$ cat config.mk
export PLATFORM = sky130hd
export DESIGN_NAME = aqr_responder
export DESIGN_NICKNAME = d
export VERILOG_FILES = /design/src/hw/aqr_pkg.sv /design/src/hw/aqr_responder.sv
export SDC_FILE = /design/constraint.sdc
export NUM_CORES = 1
export LEC_CHECK = 0
export ABC_AREA = 0
export BUFFER_PORTS_ARGS = -buffer_cell sky130_fd_sc_hd__buf_2
export CELL_PAD_IN_SITES_DETAIL_PLACEMENT = 1
export CELL_PAD_IN_SITES_GLOBAL_PLACEMENT = 2
export CORE_ASPECT_RATIO = 0.5
export CORE_MARGIN = 2
export CORE_UTILIZATION = 39
export DETAILED_ROUTE_END_ITERATION = 16
export PLACE_DENSITY = 0.77
export SLEW_MARGIN = 0
export SYNTH_ARGS = -nofsm -noshare
export SYNTH_HDL_FRONTEND = slang
export SYNTH_SLANG_ARGS = --single-unit
$ cat constraint.sdc
create_clock -name clk -period 3.2 [get_ports clk]
set_input_delay 0.16 -clock clk [delete_from_list [all_inputs] [get_ports clk]]
set_output_delay 0.16 -clock clk [all_outputs]
set_load 0.05 [all_outputs]
$ cat src/hw/aqr_pkg.sv
// constants shared by the ascii query responder
package aqr_pkg;
	localparam int unsigned CLK_HZ     = 25000000;
	localparam int unsigned BAUD_RATE  = 300;
	localparam int unsigned BIT_CYCLES = CLK_HZ / BAUD_RATE;
	localparam int unsigned CNT_W      = 17;

	localparam logic [7:0] CH_CR    = 8'h0D;
	localparam logic [7:0] CH_LF    = 8'h0A;
	localparam logic [7:0] CH_EQ    = 8'h3D;
	localparam logic [7:0] CH_PLUS  = 8'h2B;
	localparam logic [7:0] CH_MINUS = 8'h2D;
	localparam logic [7:0] CH_DOT   = 8'h2E;
	localparam logic [7:0] CH_ZERO  = 8'h30;
	localparam logic [7:0] CH_CLOSE = 8'h21;
	localparam logic [7:0] CH_SPACE = 8'h20;

	localparam logic [7:0] CODE_D = 8'h44;
	localparam logic [7:0] CODE_E = 8'h45;
	localparam logic [7:0] CODE_I = 8'h49;
	localparam logic [7:0] CODE_L = 8'h4C;
	localparam logic [7:0] CODE_P = 8'h50;
	localparam logic [7:0] CODE_S = 8'h53;
	localparam logic [7:0] CODE_T = 8'h54;
	localparam logic [7:0] CODE_V = 8'h56;

	localparam logic [7:0] UNIT_C = 8'h43;
	localparam logic [7:0] UNIT_A = 8'h41;
	localparam logic [7:0] UNIT_V = 8'h56;
	localparam logic [7:0] UNIT_W = 8'h57;

	localparam int unsigned RESP_LEN  = 14;
	localparam logic [3:0]  RESP_LAST = 4'hD;
	localparam int unsigned FRAME_BITS = 10;
	localparam logic [3:0]  FRAME_LAST = 4'h9;
	localparam logic [2:0]  DATA_LAST  = 3'h7;

	// battery voltage in tenths of a volt; 65.0 V
	localparam logic [15:0] OV_THRESH_DV = 16'h028A;
	localparam logic [1:0]  SETTLE_LAST  = 2'h3;
	localparam logic [1:0]  BUF_DEPTH    = 2'h2;

	typedef enum logic [3:0] {
		AQR_RX_IDLE  = 4'h1,
		AQR_RX_START = 4'h2,
		AQR_RX_DATA  = 4'h4,
		AQR_RX_STOP  = 4'h8
	} aqr_rx_t;

	typedef enum logic [3:0] {
		AQR_P_CR   = 4'h1,
		AQR_P_LF   = 4'h2,
		AQR_P_CODE = 4'h4,
		AQR_P_ADDR = 4'h8
	} aqr_parse_t;

	typedef enum logic [2:0] {
		AQR_M_IDLE  = 3'h1,
		AQR_M_FETCH = 3'h2,
		AQR_M_SEND  = 3'h4
	} aqr_main_t;

	function automatic logic [7:0] aqr_unit(input logic [7:0] code);
		case (code)
			CODE_D, CODE_T:         aqr_unit = UNIT_C;
			CODE_I:                 aqr_unit = UNIT_A;
			CODE_P:                 aqr_unit = UNIT_W;
			CODE_L, CODE_S, CODE_V: aqr_unit = UNIT_V;
			default:                aqr_unit = CH_SPACE;
		endcase
	endfunction

	function automatic logic aqr_known(input logic [7:0] code);
		case (code)
			CODE_D, CODE_E, CODE_I, CODE_L, CODE_P, CODE_S, CODE_T, CODE_V:
				aqr_known = 1'b1;
			default:
				aqr_known = 1'b0;
		endcase
	endfunction
endpackage

$ cat src/hw/aqr_responder.sv
// ascii measured-value query responder on the open-collector chain bus
`timescale 1ns/10ps
module aqr_responder #(
	parameter int unsigned BIT_CYCLES = aqr_pkg::BIT_CYCLES
) (
	input  wire logic        clk,                 // 25 MHz clock
	input  wire logic        rst_b,               // async reset, active low
	input  wire logic        chain_query_bus_in,  // bus line level (pin)
	output logic             chain_query_bus_out, // driven level, always low
	output logic             chain_query_bus_oe,  // high while pulling low
	input  wire logic        address_switch_bit0, // address switch, lsb
	input  wire logic        address_switch_bit1, // address switch
	input  wire logic        address_switch_bit2, // address switch, msb
	input  wire logic        standalone_mode,     // stand-alone mode switch (pin)
	input  wire logic        temp_input_open,     // temperature input open (pin)
	output logic             run_enable,          // device may operate
	input  wire logic [15:0] batt_voltage_dv,     // battery voltage, 0.1 V units
	output logic             signal_contact,      // contact closed when high
	output logic             meas_req,            // value request, level until ack
	output logic [7:0]       meas_code,           // requested code letter
	input  wire logic        meas_ack,            // value valid, one cycle
	input  wire logic        meas_negative,       // value is negative
	input  wire logic [19:0] meas_bcd             // four integer digits, one fraction
);
	localparam logic [aqr_pkg::CNT_W-1:0] FULL = aqr_pkg::CNT_W'(BIT_CYCLES - 1);
	localparam logic [aqr_pkg::CNT_W-1:0] HALF = aqr_pkg::CNT_W'(BIT_CYCLES / 2);

	// two-stage synchronisers for every pin input
	logic [5:0] sync1_reg;
	logic [5:0] sync2_reg;
	wire  [5:0] pins = {temp_input_open, standalone_mode, address_switch_bit2,
		address_switch_bit1, address_switch_bit0, chain_query_bus_in};
	always_ff @(posedge clk or negedge rst_b)
		if (!rst_b)
		begin
			sync1_reg <= 6'h01;
			sync2_reg <= 6'h01;
		end
		else
		begin
			sync1_reg <= pins;
			sync2_reg <= sync1_reg;
		end
	wire       rx_line   = sync2_reg[0];
	wire [2:0] own_addr  = sync2_reg[3:1];
	wire       sa_mode   = sync2_reg[4];
	wire       temp_open = sync2_reg[5];

	// start-up inhibit
	logic [1:0] settle_reg;
	logic       run_reg;
	wire        start_ok = !(sa_mode && temp_open);
	always_ff @(posedge clk or negedge rst_b)
		if (!rst_b)
		begin
			settle_reg <= 2'h0;
			run_reg    <= 1'b0;
		end
		else
		begin
			if (settle_reg != aqr_pkg::SETTLE_LAST)
				settle_reg <= settle_reg + 2'h1;
			else if (start_ok)
				run_reg <= 1'b1;
		end
	assign run_enable = run_reg;

	// overvoltage contact
	logic contact_reg;
	always_ff @(posedge clk or negedge rst_b)
		if (!rst_b)
			contact_reg <= 1'b0;
		else
			contact_reg <= batt_voltage_dv > aqr_pkg::OV_THRESH_DV;
	assign signal_contact = contact_reg;

	// byte receiver, 8N1, sampled mid-bit
	aqr_pkg::aqr_rx_t           rx_state_reg;
	logic [aqr_pkg::CNT_W-1:0]  rx_cnt_reg;
	logic [2:0]                 rx_bit_reg;
	logic [7:0]                 rx_shift_reg;
	logic                       rx_valid_reg;
	wire                        rx_tick = (rx_cnt_reg == '0);
	always_ff @(posedge clk or negedge rst_b)
		if (!rst_b)
		begin
			rx_state_reg <= aqr_pkg::AQR_RX_IDLE;
			rx_cnt_reg   <= '0;
			rx_bit_reg   <= 3'h0;
			rx_shift_reg <= 8'h00;
			rx_valid_reg <= 1'b0;
		end
		else
		begin
			rx_valid_reg <= 1'b0;
			if (rx_state_reg != aqr_pkg::AQR_RX_IDLE)
				rx_cnt_reg <= rx_tick ? FULL : rx_cnt_reg - 1'b1;
			case (rx_state_reg)
				aqr_pkg::AQR_RX_IDLE:
					if (!rx_line)
					begin
						rx_cnt_reg   <= HALF;
						rx_state_reg <= aqr_pkg::AQR_RX_START;
					end
				aqr_pkg::AQR_RX_START:
					if (rx_tick)
					begin
						rx_bit_reg   <= 3'h0;
						rx_state_reg <= rx_line ? aqr_pkg::AQR_RX_IDLE : aqr_pkg::AQR_RX_DATA;
					end
				aqr_pkg::AQR_RX_DATA:
					if (rx_tick)
					begin
						rx_shift_reg <= {rx_line, rx_shift_reg[7:1]};
						rx_bit_reg   <= rx_bit_reg + 3'h1;
						if (rx_bit_reg == aqr_pkg::DATA_LAST)
							rx_state_reg <= aqr_pkg::AQR_RX_STOP;
					end
				aqr_pkg::AQR_RX_STOP:
					if (rx_tick)
					begin
						rx_valid_reg <= rx_line;
						rx_state_reg <= aqr_pkg::AQR_RX_IDLE;
					end
				default:
					rx_state_reg <= aqr_pkg::AQR_RX_IDLE;
			endcase
		end

	// request parser and reply sequencer
	aqr_pkg::aqr_parse_t p_state_reg;
	aqr_pkg::aqr_main_t  m_state_reg;
	logic [7:0]          code_reg;
	logic [7:0]          code_seen_reg;
	logic                neg_reg;
	logic [19:0]         bcd_reg;
	logic [3:0]          idx_reg;
	wire                 idle      = (m_state_reg == aqr_pkg::AQR_M_IDLE);
	wire                 take_byte = rx_valid_reg && idle;
	wire [7:0]           addr_char = aqr_pkg::CH_ZERO + {5'h00, own_addr};
	wire                 addr_hit  = (rx_shift_reg == addr_char);
	wire                 is_cr     = (rx_shift_reg == aqr_pkg::CH_CR);
	wire                 push_rdy;
	wire                 push_val  = (m_state_reg == aqr_pkg::AQR_M_SEND);

	always_ff @(posedge clk or negedge rst_b)
		if (!rst_b)
			p_state_reg <= aqr_pkg::AQR_P_CR;
		else if (take_byte)
			case (p_state_reg)
				aqr_pkg::AQR_P_CR:
					p_state_reg <= is_cr ? aqr_pkg::AQR_P_LF : aqr_pkg::AQR_P_CR;
				aqr_pkg::AQR_P_LF:
					p_state_reg <= (rx_shift_reg == aqr_pkg::CH_LF) ? aqr_pkg::AQR_P_CODE
						: is_cr ? aqr_pkg::AQR_P_LF : aqr_pkg::AQR_P_CR;
				aqr_pkg::AQR_P_CODE:
					p_state_reg <= aqr_pkg::aqr_known(rx_shift_reg) ? aqr_pkg::AQR_P_ADDR
						: is_cr ? aqr_pkg::AQR_P_LF : aqr_pkg::AQR_P_CR;
				default:
					p_state_reg <= is_cr ? aqr_pkg::AQR_P_LF : aqr_pkg::AQR_P_CR;
			endcase

	wire req_done = take_byte && (p_state_reg == aqr_pkg::AQR_P_ADDR) && addr_hit;

	always_ff @(posedge clk or negedge rst_b)
		if (!rst_b)
		begin
			m_state_reg   <= aqr_pkg::AQR_M_IDLE;
			code_reg      <= 8'h00;
			code_seen_reg <= 8'h00;
			neg_reg       <= 1'b0;
			bcd_reg       <= 20'h00000;
			idx_reg       <= 4'h0;
		end
		else
			case (m_state_reg)
				aqr_pkg::AQR_M_IDLE:
				begin
					if (take_byte && p_state_reg == aqr_pkg::AQR_P_CODE)
						code_seen_reg <= rx_shift_reg;
					if (req_done)
					begin
						code_reg    <= code_seen_reg;
						m_state_reg <= aqr_pkg::AQR_M_FETCH;
					end
				end
				aqr_pkg::AQR_M_FETCH:
					if (meas_ack)
					begin
						neg_reg     <= meas_negative;
						bcd_reg     <= meas_bcd;
						idx_reg     <= 4'h0;
						m_state_reg <= aqr_pkg::AQR_M_SEND;
					end
				aqr_pkg::AQR_M_SEND:
					if (push_rdy)
					begin
						idx_reg <= idx_reg + 4'h1;
						if (idx_reg == aqr_pkg::RESP_LAST)
							m_state_reg <= aqr_pkg::AQR_M_IDLE;
					end
				default:
					m_state_reg <= aqr_pkg::AQR_M_IDLE;
			endcase
	assign meas_req  = (m_state_reg == aqr_pkg::AQR_M_FETCH);
	assign meas_code = code_reg;

	// reply characters by position
	wire [7:0] resp_char [aqr_pkg::RESP_LEN];
	assign resp_char[0]  = aqr_pkg::CH_CR;
	assign resp_char[1]  = aqr_pkg::CH_LF;
	assign resp_char[2]  = code_reg;
	assign resp_char[3]  = addr_char;
	assign resp_char[4]  = aqr_pkg::CH_EQ;
	assign resp_char[5]  = neg_reg ? aqr_pkg::CH_MINUS : aqr_pkg::CH_PLUS;
	genvar g;
	generate
		for (g = 0; g < 4; g++)
		begin : g_int
			assign resp_char[6+g] = aqr_pkg::CH_ZERO + {4'h0, bcd_reg[19-4*g -: 4]};
		end
	endgenerate
	assign resp_char[10] = aqr_pkg::CH_DOT;
	assign resp_char[11] = aqr_pkg::CH_ZERO + {4'h0, bcd_reg[3:0]};
	assign resp_char[12] = aqr_pkg::aqr_unit(code_reg);
	assign resp_char[13] = aqr_pkg::CH_CLOSE;
	wire [7:0] push_data = resp_char[idx_reg];

	// two-entry buffer between sequencer and transmitter
	logic [7:0] buf_mem [2];
	logic       wr_ptr_reg;
	logic       rd_ptr_reg;
	logic [1:0] count_reg;
	wire        pop_rdy;
	wire        pop_val = (count_reg != 2'h0);
	assign push_rdy = (count_reg != aqr_pkg::BUF_DEPTH);
	wire        do_push = push_val && push_rdy;
	wire        do_pop  = pop_val && pop_rdy;
	always_ff @(posedge clk or negedge rst_b)
		if (!rst_b)
		begin
			buf_mem[0] <= 8'h00;
			buf_mem[1] <= 8'h00;
			wr_ptr_reg <= 1'b0;
			rd_ptr_reg <= 1'b0;
			count_reg  <= 2'h0;
		end
		else
		begin
			if (do_push)
			begin
				buf_mem[wr_ptr_reg] <= push_data;
				wr_ptr_reg          <= !wr_ptr_reg;
			end
			if (do_pop)
				rd_ptr_reg <= !rd_ptr_reg;
			count_reg <= count_reg + {1'b0, do_push} - {1'b0, do_pop};
		end

	// byte transmitter; the line is only ever pulled low or released
	logic                      tx_busy_reg;
	logic [aqr_pkg::CNT_W-1:0] tx_cnt_reg;
	logic [3:0]                tx_n_reg;
	logic [9:0]                tx_shift_reg;
	logic                      tx_pull_reg;
	assign pop_rdy = !tx_busy_reg;
	always_ff @(posedge clk or negedge rst_b)
		if (!rst_b)
		begin
			tx_busy_reg  <= 1'b0;
			tx_cnt_reg   <= '0;
			tx_n_reg     <= 4'h0;
			tx_shift_reg <= 10'h3FF;
			tx_pull_reg  <= 1'b0;
		end
		else if (!tx_busy_reg)
		begin
			tx_pull_reg <= 1'b0;
			if (do_pop)
			begin
				tx_busy_reg  <= 1'b1;
				tx_shift_reg <= {1'b1, buf_mem[rd_ptr_reg], 1'b0};
				tx_cnt_reg   <= FULL;
				tx_n_reg     <= 4'h0;
				tx_pull_reg  <= 1'b1;
			end
		end
		else if (tx_cnt_reg != '0)
			tx_cnt_reg <= tx_cnt_reg - 1'b1;
		else if (tx_n_reg == aqr_pkg::FRAME_LAST)
		begin
			tx_busy_reg <= 1'b0;
			tx_pull_reg <= 1'b0;
		end
		else
		begin
			tx_shift_reg <= {1'b1, tx_shift_reg[9:1]};
			tx_pull_reg  <= !tx_shift_reg[1];
			tx_n_reg     <= tx_n_reg + 4'h1;
			tx_cnt_reg   <= FULL;
		end
	assign chain_query_bus_out = 1'b0;
	assign chain_query_bus_oe  = tx_pull_reg;
endmodule

Yosys cells after proc, flatten, opt, wreduce, memory -nomap -nowiden
Cells that the tools add are included.

cells by class
  $add $sub $neg = 14
  order comparisons = 5
  equal/unequal tests = 46
  multiplexer cells = 61
  bitwise operators = 5
  reduce and logical (&&, ||, !) cells = 32

operator list
  operator               count
  $mux 17                8
  $eq 8x7->1 const B     15
  $mux 4                 13
  $mux 8                 6
  $mux 10                4
  $add 6x4->7 const A    5
  $sub 17x1->17 const B  2
  $bmux 8 s4             1
  $pmux 7 s4             1
  $mux 3                 8
  $ne 2x2->1 const B     10
  $logic_not 17->1       1
  $reduce_bool 17->1     1
  $bwmux 16              1
  $eq 4x4->1 const B     4
  $eq 8x4->1 const B     2
  $gt 16x10->1 const B   1
  $pmux 4 s2             2
  $pmux 4 s4             1
  $mux 1                 12
  $reduce_and 2->1       6
  $pmux 3 s3             1
  $reduce_and 3->1       3
  $add 4x1->4 const B    2
  other kinds (32)       53

storage, ports and cells
  register bits = 150
  input port bits = 46
  output and inout port bits = 13
  word-level logic and storage cells = 190

Longest topological paths before layout
Gate-level depths: netlist (run 1).

  word-level depth = 7
  mapped depth = 10
  depth with buffers taken out = 8

Least setup slack after synthesis (run 1)
Ideal clock, no wire load.

  path type = register -> register
  start = register tx_cnt_reg[12] (netlist name)
  end = register tx_cnt_reg[4] (netlist name)
  setup time = 127 ps
  arrival time = 2143 ps
  required time = 3073 ps
  path slack = 930 ps
  stages on the path, launching flop included = 8
  buffers on the path = 2
  clock period less this slack = 2270 ps
  cells stage by stage = dfrtp_1 -> or3_1 -> buf_2 -> or4b_4 -> o21ai_1 -> buf_2 -> nor3_1 -> nand3b_1

on the way
  word-level cells in the longest chain between the ends = 3
  elaborated cells on any way between the ends = 5
  those cells by class = eq/ne (1); mux (2); reduce/logical (2)

RTL lines
  item                                                          RTL line              source
  start: declaration                                            aqr_responder.sv:262  logic [aqr_pkg::CNT_W-1:0] tx_cnt_reg;
  start signal: assignment                                      aqr_responder.sv:289  tx_cnt_reg <= tx_cnt_reg - 1'b1;
  $reduce_bool 17->1 (*)                                        aqr_responder.sv:288  else if (tx_cnt_reg != '0)
  $ne 3x3->1 (no line) / $mux 17 (equally long branches)        -
  $reduce_and 2->1 (no line) / $mux 17 (equally long branches)  -

Mark *: on every way between the ends. The rest lies on a longest branch, timed or not.
A chain may end at the register's enable or synchronous reset.

Worst setup path in the final report (run 1)
  start = register tx_cnt_reg[9] (netlist name)
  end = register tx_n_reg[3]

on the way
  word-level cells in the longest chain between the ends = 3

RTL lines
  item                        RTL line              source
  $reduce_bool 17->1          aqr_responder.sv:288
  $ne 2x2->1 (no line)        -
  $reduce_and 3->1 (no line)  -
  end signal: assignment      aqr_responder.sv:299  tx_n_reg <= tx_n_reg + 4'h1;
  end: declaration            aqr_responder.sv:263  logic [3:0] tx_n_reg;

No other way between the ends.

==> results of run 1 <==
-- layout make-up --
class                      count  share of cell area, %
sequential                   148                   42.2
tap                          259                   3.67
inverter                      21                  0.893
multi-input combinational    553                   39.0
timing repair buffer         101                   7.93
clock buffer                  22                   5.37
clock inverter                10                  0.950
-- synth_stat cells, types with 5 or more instances --
cell type / count
or2_2: 6
dfstp_2: 13
a21oi_1: 33
nand3b_1: 5
nor4_1: 9
nand4_1: 7
nor3_1: 29
nand2_1: 124
nand2b_1: 9
mux2_2: 32
clkbuf_1: 28
nor2_1: 44
o31ai_1: 5
a31oi_1: 5
xnor2_1: 6
a211oi_1: 5
xor2_1: 8
inv_1: 19
mux2i_1: 17
o21ai_0: 44
nand3_1: 34
dfrtp_1: 135
ha_1: 15
nor2b_1: 12
or3_1: 17
-- per-stage QoR --
stage	total power, mW	hold WS, ps	setup WS, ps	std cells	instance area, sq um
5_1_grt	4.84	110	509	1114	8820
3_3_place_gp	2.68	248	706	1051	7960
3_5_place_dp	2.70	248	630	1051	7960
4_1_cts	4.66	86.5	608	1114	8820
2_1_floorplan	2.46	-136	930	759	7400
6_report	4.60	101	621	1114	8820
-- how the worst max path moves through the flow --
stage / start / to / cells past startpoint
floorplan: tx_cnt_reg[12]$_DFFE_PN0P_ / tx_cnt_reg[4]$_DFFE_PN0P_ / 7
global placement: tx_cnt_reg[12]$_DFFE_PN0P_ / tx_n_reg[3]$_DFFE_PN0P_ / 5
detailed placement: tx_cnt_reg[12]$_DFFE_PN0P_ / tx_n_reg[3]$_DFFE_PN0P_ / 5
CTS: tx_cnt_reg[12]$_DFFE_PN0P_ / tx_n_reg[3]$_DFFE_PN0P_ / 5
global route: tx_busy_reg$_DFF_PN0_ / count_reg[1]$_DFF_PN0_ / 8
finish: tx_cnt_reg[9]$_DFFE_PN0P_ / tx_n_reg[3]$_DFFE_PN0P_ / 5
-- critical path: stages, from the launching register on --
cell and delay [ps]:
dfrtp_1 420, or3_1 520, or4b_4 550, o31a_1 450
or3_1 400, a21oi_1 170
-- cells by family after synthesis --
kind of cell,count (synthesis)
simple gates,323
compound gates,151
flops,148
buf+inv,58
mux,49
fa+ha+maj,15
xor+xnor,14
other cells,1
-- per-layer routing --
layer / up-vias / share of wire, % / GRT usage (%)
met5: - / 0 / 0
met4: 0 / 1.2 / 6.37
met1: 2965 / 48 / 25.7
li1: 2883 / - / -
met3: 17 / 2.4 / 5.06
met2: 47 / 48 / 33.4
-- placed cells by master, fill, tap and decap left out, types with 8 or more instances in the layout --
cell	synthesis	routed
o21ai_0	44	44
nor2_1	44	44
buf_4	1	13
mux2_2	32	32
nand3_1	34	34
a21oi_1	33	33
nand2b_1	9	9
ha_1	15	15
mux2i_1	17	17
buf_2	3	56
nor2b_1	12	12
inv_1	19	19
nand2_1	124	124
dfrtp_1	135	135
or3_1	17	17
nor4_1	9	9
dfstp_2	13	13
nor3_1	29	28
xor2_1	8	8
clkbuf_16	0	17
dlygate4sd3_1	0	31
-- power groups by stage --
stage	clock network (mW)	logic (mW)	registers, mW
floorplan	0	0.384	2.08
global placement	0	0.557	2.12
detailed placement	0	0.575	2.13
CTS	1.96	0.607	2.09
global route	2.04	0.686	2.11
finish	1.91	0.602	2.09
-- what timing repair did --
item                      CTS  global route
buffers inserted            0             0
hold buffers               31             0
hold endpoints to repair   99             0
==> reports/qor.csv, run 1 <==
stage,metric,value,unit
die,num rows,35,
timing,Final setup viols,0,
timing,Max Slew Vio Count,0,
logic_synthesis,synth top area cells,"dfrtp_1, nand2_1, mux2_2, dfstp_2, o21ai_0",
cells_and_area,max reg flops,20,
critical_path,r2r worst-path depth,5,
pwr,Clock power frac,41.5,%
critical_path,CP Capture Type,flip-flop,
timing,fmax,0.388,GHz
status,status,"complete, no violations",
worst_hold_path,HP Start,meas_ack,
logic_synthesis,register area share after synthesis,50.3,%
logic_synthesis,Synth Area in XOR/XNOR,1.66,%
place,Port-buffer cells,57,
timing,"Hold Violations, Final",0,
worst_hold_path,min-delay worst type,input pin to flip-flop,
cells_and_area,Layout Utilization,47.8,%
logic_synthesis,Synth Area in Simple Gates,21.7,%
clock_network,clk slew on worst S/H paths,60,ps
die,Initial Util,40.0,%
die,Die Width,199,microns
cells_and_area,# nets final,903,
clock_network,TritonCTS Sinks,148,
logic_synthesis,Syn Std Cell Area,7400,sq um
clock_network,Root Driver,clkbuf_16,
timing,Setup TNS,0,ps
logic_synthesis,Post-synth EDFFs,0,
logic_synthesis,Seq cells post-synth,148,
logic_synthesis,dominant cell type by area after synthesis,dfrtp_1,
pwr,switching portion of total power,27.5,%
pwr,part of the power in registers,45.5,%
logic_synthesis,adder and majority cell fraction of the synthesized area,2.54,%
timing,Final min period,2580,ps
logic_synthesis,post-synthesis compound-gate area fraction,13.4,%
global_route,initial antenna violation count,0,
drt,vias,5912,
critical_path,"Arr. time, crit path",2930,ps
cells_and_area,multi-input logic area,3440,sq um
global_route,Total Routing Usage GR,20.0,%
logic_synthesis,Gate Count Post-Synth,759,
clock_network,CTS tree,yes,
worst_hold_path,WHS Endpoint,m_state_reg[1]$_DFFE_PN0P_,
die,core area,18500,sq um
drt,drt initial violations,248,
drt,DRC Markers,0,
logic_synthesis,Post-synth ARST share,100,%
pwr,power share of the combinational group,13.1,%
global_route,largest net degree at the start of global routing,76,
drt,WL final,18600,microns
logic_synthesis,mux cell area share after synthesis,7.17,%
critical_path,"Max FO, Critical Path",13,
cells_and_area,register area,3720,sq um
place,routability cong.,0.806,
global_route,total grt overflow,0,
global_route,first-pass GRT wire length,31200,microns
critical_path,FF-to-FF Start,tx_cnt_reg[9]$_DFFE_PN0P_,
pwr,"IR drop worst, VDD",0.324,mV
cells_and_area,area grow syn2layout,19.3,%
timing,RSZ-0062 raised after global routing,no,
timing,Fin Clk Skew,8.92,ps
cells_and_area,# fillers,2107,
critical_path,Worst Setup Path Type,flip-flop to flip-flop,
flow_run,Max-cap violations,0,
worst_hold_path,hold depth,3,
die,num ports,59,
logic_synthesis,main combinational cell family by area after synthesis,simple AND/OR/NAND/NOR gates,
clock_network,clk_lat worst skew,430,ps
cells_and_area,diode count,0,
die,die area,20200,sq um
clock_network,clock buffer count from CTS,17,
pwr,Lkg Pwr,3.97,nW
logic_synthesis,top cell type's share of synthesized area,45.7,%
drt,post-route ant nets,0,
logic_synthesis,Mapped Nets,820,
pwr,Int Pwr,3.34,mW
critical_path,Crit Reg-Reg Endpoint,tx_n_reg[3]$_DFFE_PN0P_,
drt,DRT Pass-1 Iters,4,
global_route,vias in the first global route,6049,
timing,Final Cycle Share,80.6,%
critical_path,Worst EP required,3550,ps
logic_synthesis,synthesized area per cell,9.75,sq um
logic_synthesis,Synth Flop Type,dfrtp_1,
cells_and_area,fraction of layout cells with a size suffix above 1,18.8,%
die,chip height,101,microns
pwr,Power Density,522,nW/um^2
clock_network,CTS max path bufs,2,
timing,pin slew with the least headroom to its limit,1060,ps
pwr,Switch Pwr,1.26,mW
logic_synthesis,post-synthesis cell type count,72,
drt,wire length per cell,16.7,microns
drt,vias per cell,5.31,
critical_path,startpoint types,flip-flop,
clock_network,H-tree Lvls,4,
place,placed wire-length estimate,12800,microns
logic_synthesis,synth warn,0,
critical_path,R2R Setup Slk,620,ps
timing,Relative slew margins,29.3,%
clock_network,PostCTS Resize Cnt,0,
Note: power is estimated with default switching activity, not from simulation.
==> run 2: changes to the inputs <==
--- a/config.mk
+++ b/config.mk
@@ -5,15 +5,15 @@
 export SDC_FILE = /design/constraint.sdc
 export NUM_CORES = 1
 export LEC_CHECK = 0
-export ABC_AREA = 0
+export ABC_AREA = 1
 export BUFFER_PORTS_ARGS = -buffer_cell sky130_fd_sc_hd__buf_2
 export CELL_PAD_IN_SITES_DETAIL_PLACEMENT = 1
 export CELL_PAD_IN_SITES_GLOBAL_PLACEMENT = 2
 export CORE_ASPECT_RATIO = 0.5
 export CORE_MARGIN = 2
-export CORE_UTILIZATION = 39
+export CORE_UTILIZATION = 33
 export DETAILED_ROUTE_END_ITERATION = 16
-export PLACE_DENSITY = 0.77
+export PLACE_DENSITY = 0.74
 export SLEW_MARGIN = 0
 export SYNTH_ARGS = -nofsm -noshare
 export SYNTH_HDL_FRONTEND = slang
==> constraint.sdc (replaced) <==
create_clock -name clk -period 2.2 [get_ports clk]
set_input_delay 0.11 -clock clk [delete_from_list [all_inputs] [get_ports clk]]
set_output_delay 0.11 -clock clk [all_outputs]
set_load 0.05 [all_outputs]
==> run 2 against run 1 <==
Via count increased by 5.7%; die area is 18% higher; register-to-register slack got worse by 290 ps; hold slack better by 110 ps; non-clock buffer count unchanged; synthesized cell count up 20%; clock power grew 57%; global-route usage shrank 2.5 points; core utilization fell by 6.6 points; area after synthesis hardly changed; critical path type unchanged.
==> reports/qor.csv, run 2 <==
stage,metric,value,unit,change
status,status,"complete, no violations",,
logic_synthesis,dominant cell type by area after synthesis,dfrtp_1,,
logic_synthesis,main combinational cell family by area after synthesis,simple AND/OR/NAND/NOR gates,,
drt,wire length per cell,14.6,microns,-12%
clock_network,clock buffer count from CTS,17,,unchanged
logic_synthesis,Syn Std Cell Area,7400,sq um,about the same
logic_synthesis,Synth Area in XOR/XNOR,1.77,%,+0.12 points
logic_synthesis,Post-synth ARST share,100,%,unchanged
global_route,grt met3 use,3.24,%,-1.8 points
drt,drt initial violations,334,,+35%
timing,Relative slew margins,63.3,%,+34 points
logic_synthesis,register area share after synthesis,50.2,%,about the same
global_route,Total Routing Usage GR,17.5,%,-2.5 points
cells_and_area,max reg flops,20,,unchanged
cells_and_area,"commonest cells after routing, fill and taps aside","nand2_1, dfrtp_1, inv_1",,
critical_path,critical path cell sequence,"inv_1, ha_1, nand2_1, nor2_1, nand3_1, nand2_2, nand2_4, inv_2, nor2_1, o21a_1",,
timing,Final setup viols,0,,unchanged
flow_run,Max-cap violations,0,,unchanged
timing,hold slack,213,ps,+111 ps
drt,vias per cell,4.71,,-11%
logic_synthesis,synth warn,0,,unchanged
die,num ports,59,,unchanged
logic_synthesis,Commonest cells post-synth,"nand2_1, dfrtp_1, inv_1",,
drt,DRC Markers,0,,unchanged
place,Port-buffer cells,57,,unchanged
drt,WL final,19400,microns,+4.4%
place,placed wire-length estimate,14100,microns,+9.5%
logic_synthesis,post-synthesis compound-gate area fraction,11.3,%,-2.1 points
critical_path,Worst EP required,2520,ps,-1030 ps
die,die area,23700,sq um,+18%
die,Die Width,216,microns,+8.6%
logic_synthesis,adder and majority cell fraction of the synthesized area,2.54,%,about the same
clock_network,CTS tree,yes,,
pwr,Lkg Pwr,4.40,nW,+11%
global_route,met1 GRT Util,23.3,%,-2.4 points
drt,DRT Pass-1 Iters,4,,unchanged
logic_synthesis,most numerous cell in the Yosys netlist,nand2_1,,
critical_path,CP Capture Type,flip-flop,,
timing,Max Slew Vio Count,0,,unchanged
pwr,"IR drop worst, VDD",0.470,mV,+45%
cells_and_area,fraction of layout cells with a size suffix above 1,15.7,%,-3.2 points
global_route,first-pass GRT wire length,32500,microns,+4.3%
die,num rows,38,,+8.6%
timing,pin slew with the least headroom to its limit,550,ps,-510 ps
place,Placed Instance Area,8060,sq um,+1.3%
clock_network,TritonCTS Sinks,148,,unchanged
timing,Fin Clk Skew,8.51,ps,-0.411 ps
logic_synthesis,Post-synth EDFFs,0,,unchanged
timing,Final Cycle Share,85.1,%,+4.5 points
global_route,M2 GR Usage,28.8,%,-4.5 points
logic_synthesis,Seq cells post-synth,148,,unchanged
pwr,Power Density,764,nW/um^2,+46%
critical_path,crit-path most repeated cell,nor2_1,,
critical_path,"Max FO, Critical Path",12,,-1
critical_path,"Arr. time, crit path",2190,ps,-740 ps
logic_synthesis,Mapped Nets,975,,+19%
timing,Final min period,1870,ps,-707 ps
die,Initial Util,33.9,%,-6.1 points
drt,post-route ant nets,0,,unchanged
critical_path,Worst Setup Path Type,flip-flop to flip-flop,,
cells_and_area,final instance area,8980,sq um,+1.7%
critical_path,"Max stage delay cell, worst path",dfrtp_1,,
clock_network,clk_lat worst skew,430,ps,about the same
pwr,total power,6.85,mW,+49%
logic_synthesis,mux cell area share after synthesis,0.287,%,-6.9 points
cells_and_area,# fillers,2641,,+25%
clock_network,Root Driver,clkbuf_16,,
global_route,initial antenna violation count,0,,unchanged
global_route,largest net degree at the start of global routing,55,,-28%
logic_synthesis,synth top area cells,"dfrtp_1, nand2_1, o21ai_0, inv_1, dfstp_2",,
logic_synthesis,Synth Area in Simple Gates,26.9,%,+5.2 points
timing,"Hold Violations, Final",0,,unchanged
timing,RSZ-0062 raised after global routing,no,,
die,chip height,110,microns,+8.4%
timing,fmax,0.534,GHz,+38%
clock_network,H-tree Lvls,4,,unchanged
logic_synthesis,Gate Count Post-Synth,914,,+20%
logic_synthesis,post-synthesis cell type count,44,,-39%
cells_and_area,# nets final,1075,,+19%
place,routability cong.,0.748,,-7.3%
cells_and_area,"most common cell after layout, fill and taps aside",nand2_1,,
critical_path,startpoint types,flip-flop,,
cells_and_area,area grow syn2layout,21.2,%,
drt,vias,6249,,+5.7%
die,core area,21800,sq um,+18%
logic_synthesis,top cell type's share of synthesized area,45.6,%,about the same
timing,Setup TNS,0,ps,unchanged
clock_network,clk slew on worst S/H paths,60,ps,about the same
global_route,total grt overflow,0,,unchanged
logic_synthesis,synthesized area per cell,8.10,sq um,-17%
global_route,GR peak layer,met2,,
worst_hold_path,min-delay worst type,input pin to async pin,,
global_route,vias in the first global route,6415,,+6.1%
critical_path,CP peak stage delay,360,ps,-190 ps
cells_and_area,diode count,0,,unchanged
clock_network,CTS max path bufs,2,,unchanged
logic_synthesis,Synth Flop Type,dfrtp_1,,
[run 2: path summary, 6_finish.rpt]
check / endpoint / from / slack (ps) / cells past startpoint
max: tx_cnt_reg[6]$_DFFE_PN0P_ / tx_cnt_reg[0]$_DFFE_PN0P_ / 330 / 10
min: tx_cnt_reg[10]$_DFFE_PN0P_ / rst_b / 210 / 2
max reg2reg: tx_cnt_reg[6]$_DFFE_PN0P_ / tx_cnt_reg[0]$_DFFE_PN0P_ / 330 / 10
min reg2reg: sync2_reg[5]$_DFF_PN0_ / sync1_reg[5]$_DFF_PN0_ / 350 / 0
max in group asynchronous: sync2_reg[0]$_DFF_PN1_ / rst_b / 1280 / 3
min in group clk: sync1_reg[1]$_DFF_PN0_ / address_switch_bit0 / 320 / 2
[run 2: timing repair]
item                                    4_1_cts  5_1_grt
endpoints found under the setup margin        0        4
gates resized for setup                       0        1
hold buffers                                 32        0
setup buffers                                 0        0
hold endpoints to repair                     78        0
[run 2: logic make-up (layout without fill, tap and decap cells)]
family | count (synthesis) | count (layout)
AND/OR/NAND/NOR | 462 | 462
buffers and inverters | 124 | 237
adder cells (fa/ha/maj) | 15 | 15
XOR/XNOR | 15 | 15
other | 1 | 1
multiplexers | 2 | 2
AO/OA/AOI/OAI | 147 | 147
flip-flops | 148 | 148
[run 2: metal layers]
metal,vias to the layer above,routed length [microns]
li1,3141,-
met1,3054,9620
met2,37,9080
met3,17,428
met4,0,244
met5,-,0
[run 2: stage by stage]
step | cells | setup WS (ps) | utilization (%)
finish | 1327 | 328 | 41.1
CTS | 1327 | 245 | 41.1
floorplan | 914 | 266 | -
detailed placement | 1263 | 260 | 36.9
global placement | 1263 | 340 | 36.9
global route | 1327 | 86.1 | 41.1
[run 2: report_power, final]
part | total [mW] | internal (mW) | switching, mW | leakage [nW]
Clock | 2.99 | 1.78 | 1.20 | 0.277
Sequential | 2.96 | 2.86 | 0.104 | 1.91
Combinational | 0.902 | 0.324 | 0.578 | 2.21
[run 2: final cells by class]
cell class / instances / area, sq um / area share, %
flip-flops and latches: 148 / 3720 / 41.4
multi-input cells: 642 / 3170 / 35.3
repair buffers: 101 / 727 / 8.10
clock buffers: 20 / 437 / 4.86
inverters: 104 / 392 / 4.36
well taps: 300 / 375 / 4.18
clock inverters: 12 / 156 / 1.74
[run 2: critical path: cells and delay by family (launching register included)]
kind	cells	cell delay (ps)
AND/OR/NAND/NOR	6	700
flip-flops	1	360
AO/OA/AOI/OAI	1	160
adder cells (fa/ha/maj)	1	170
buffers and inverters	2	360
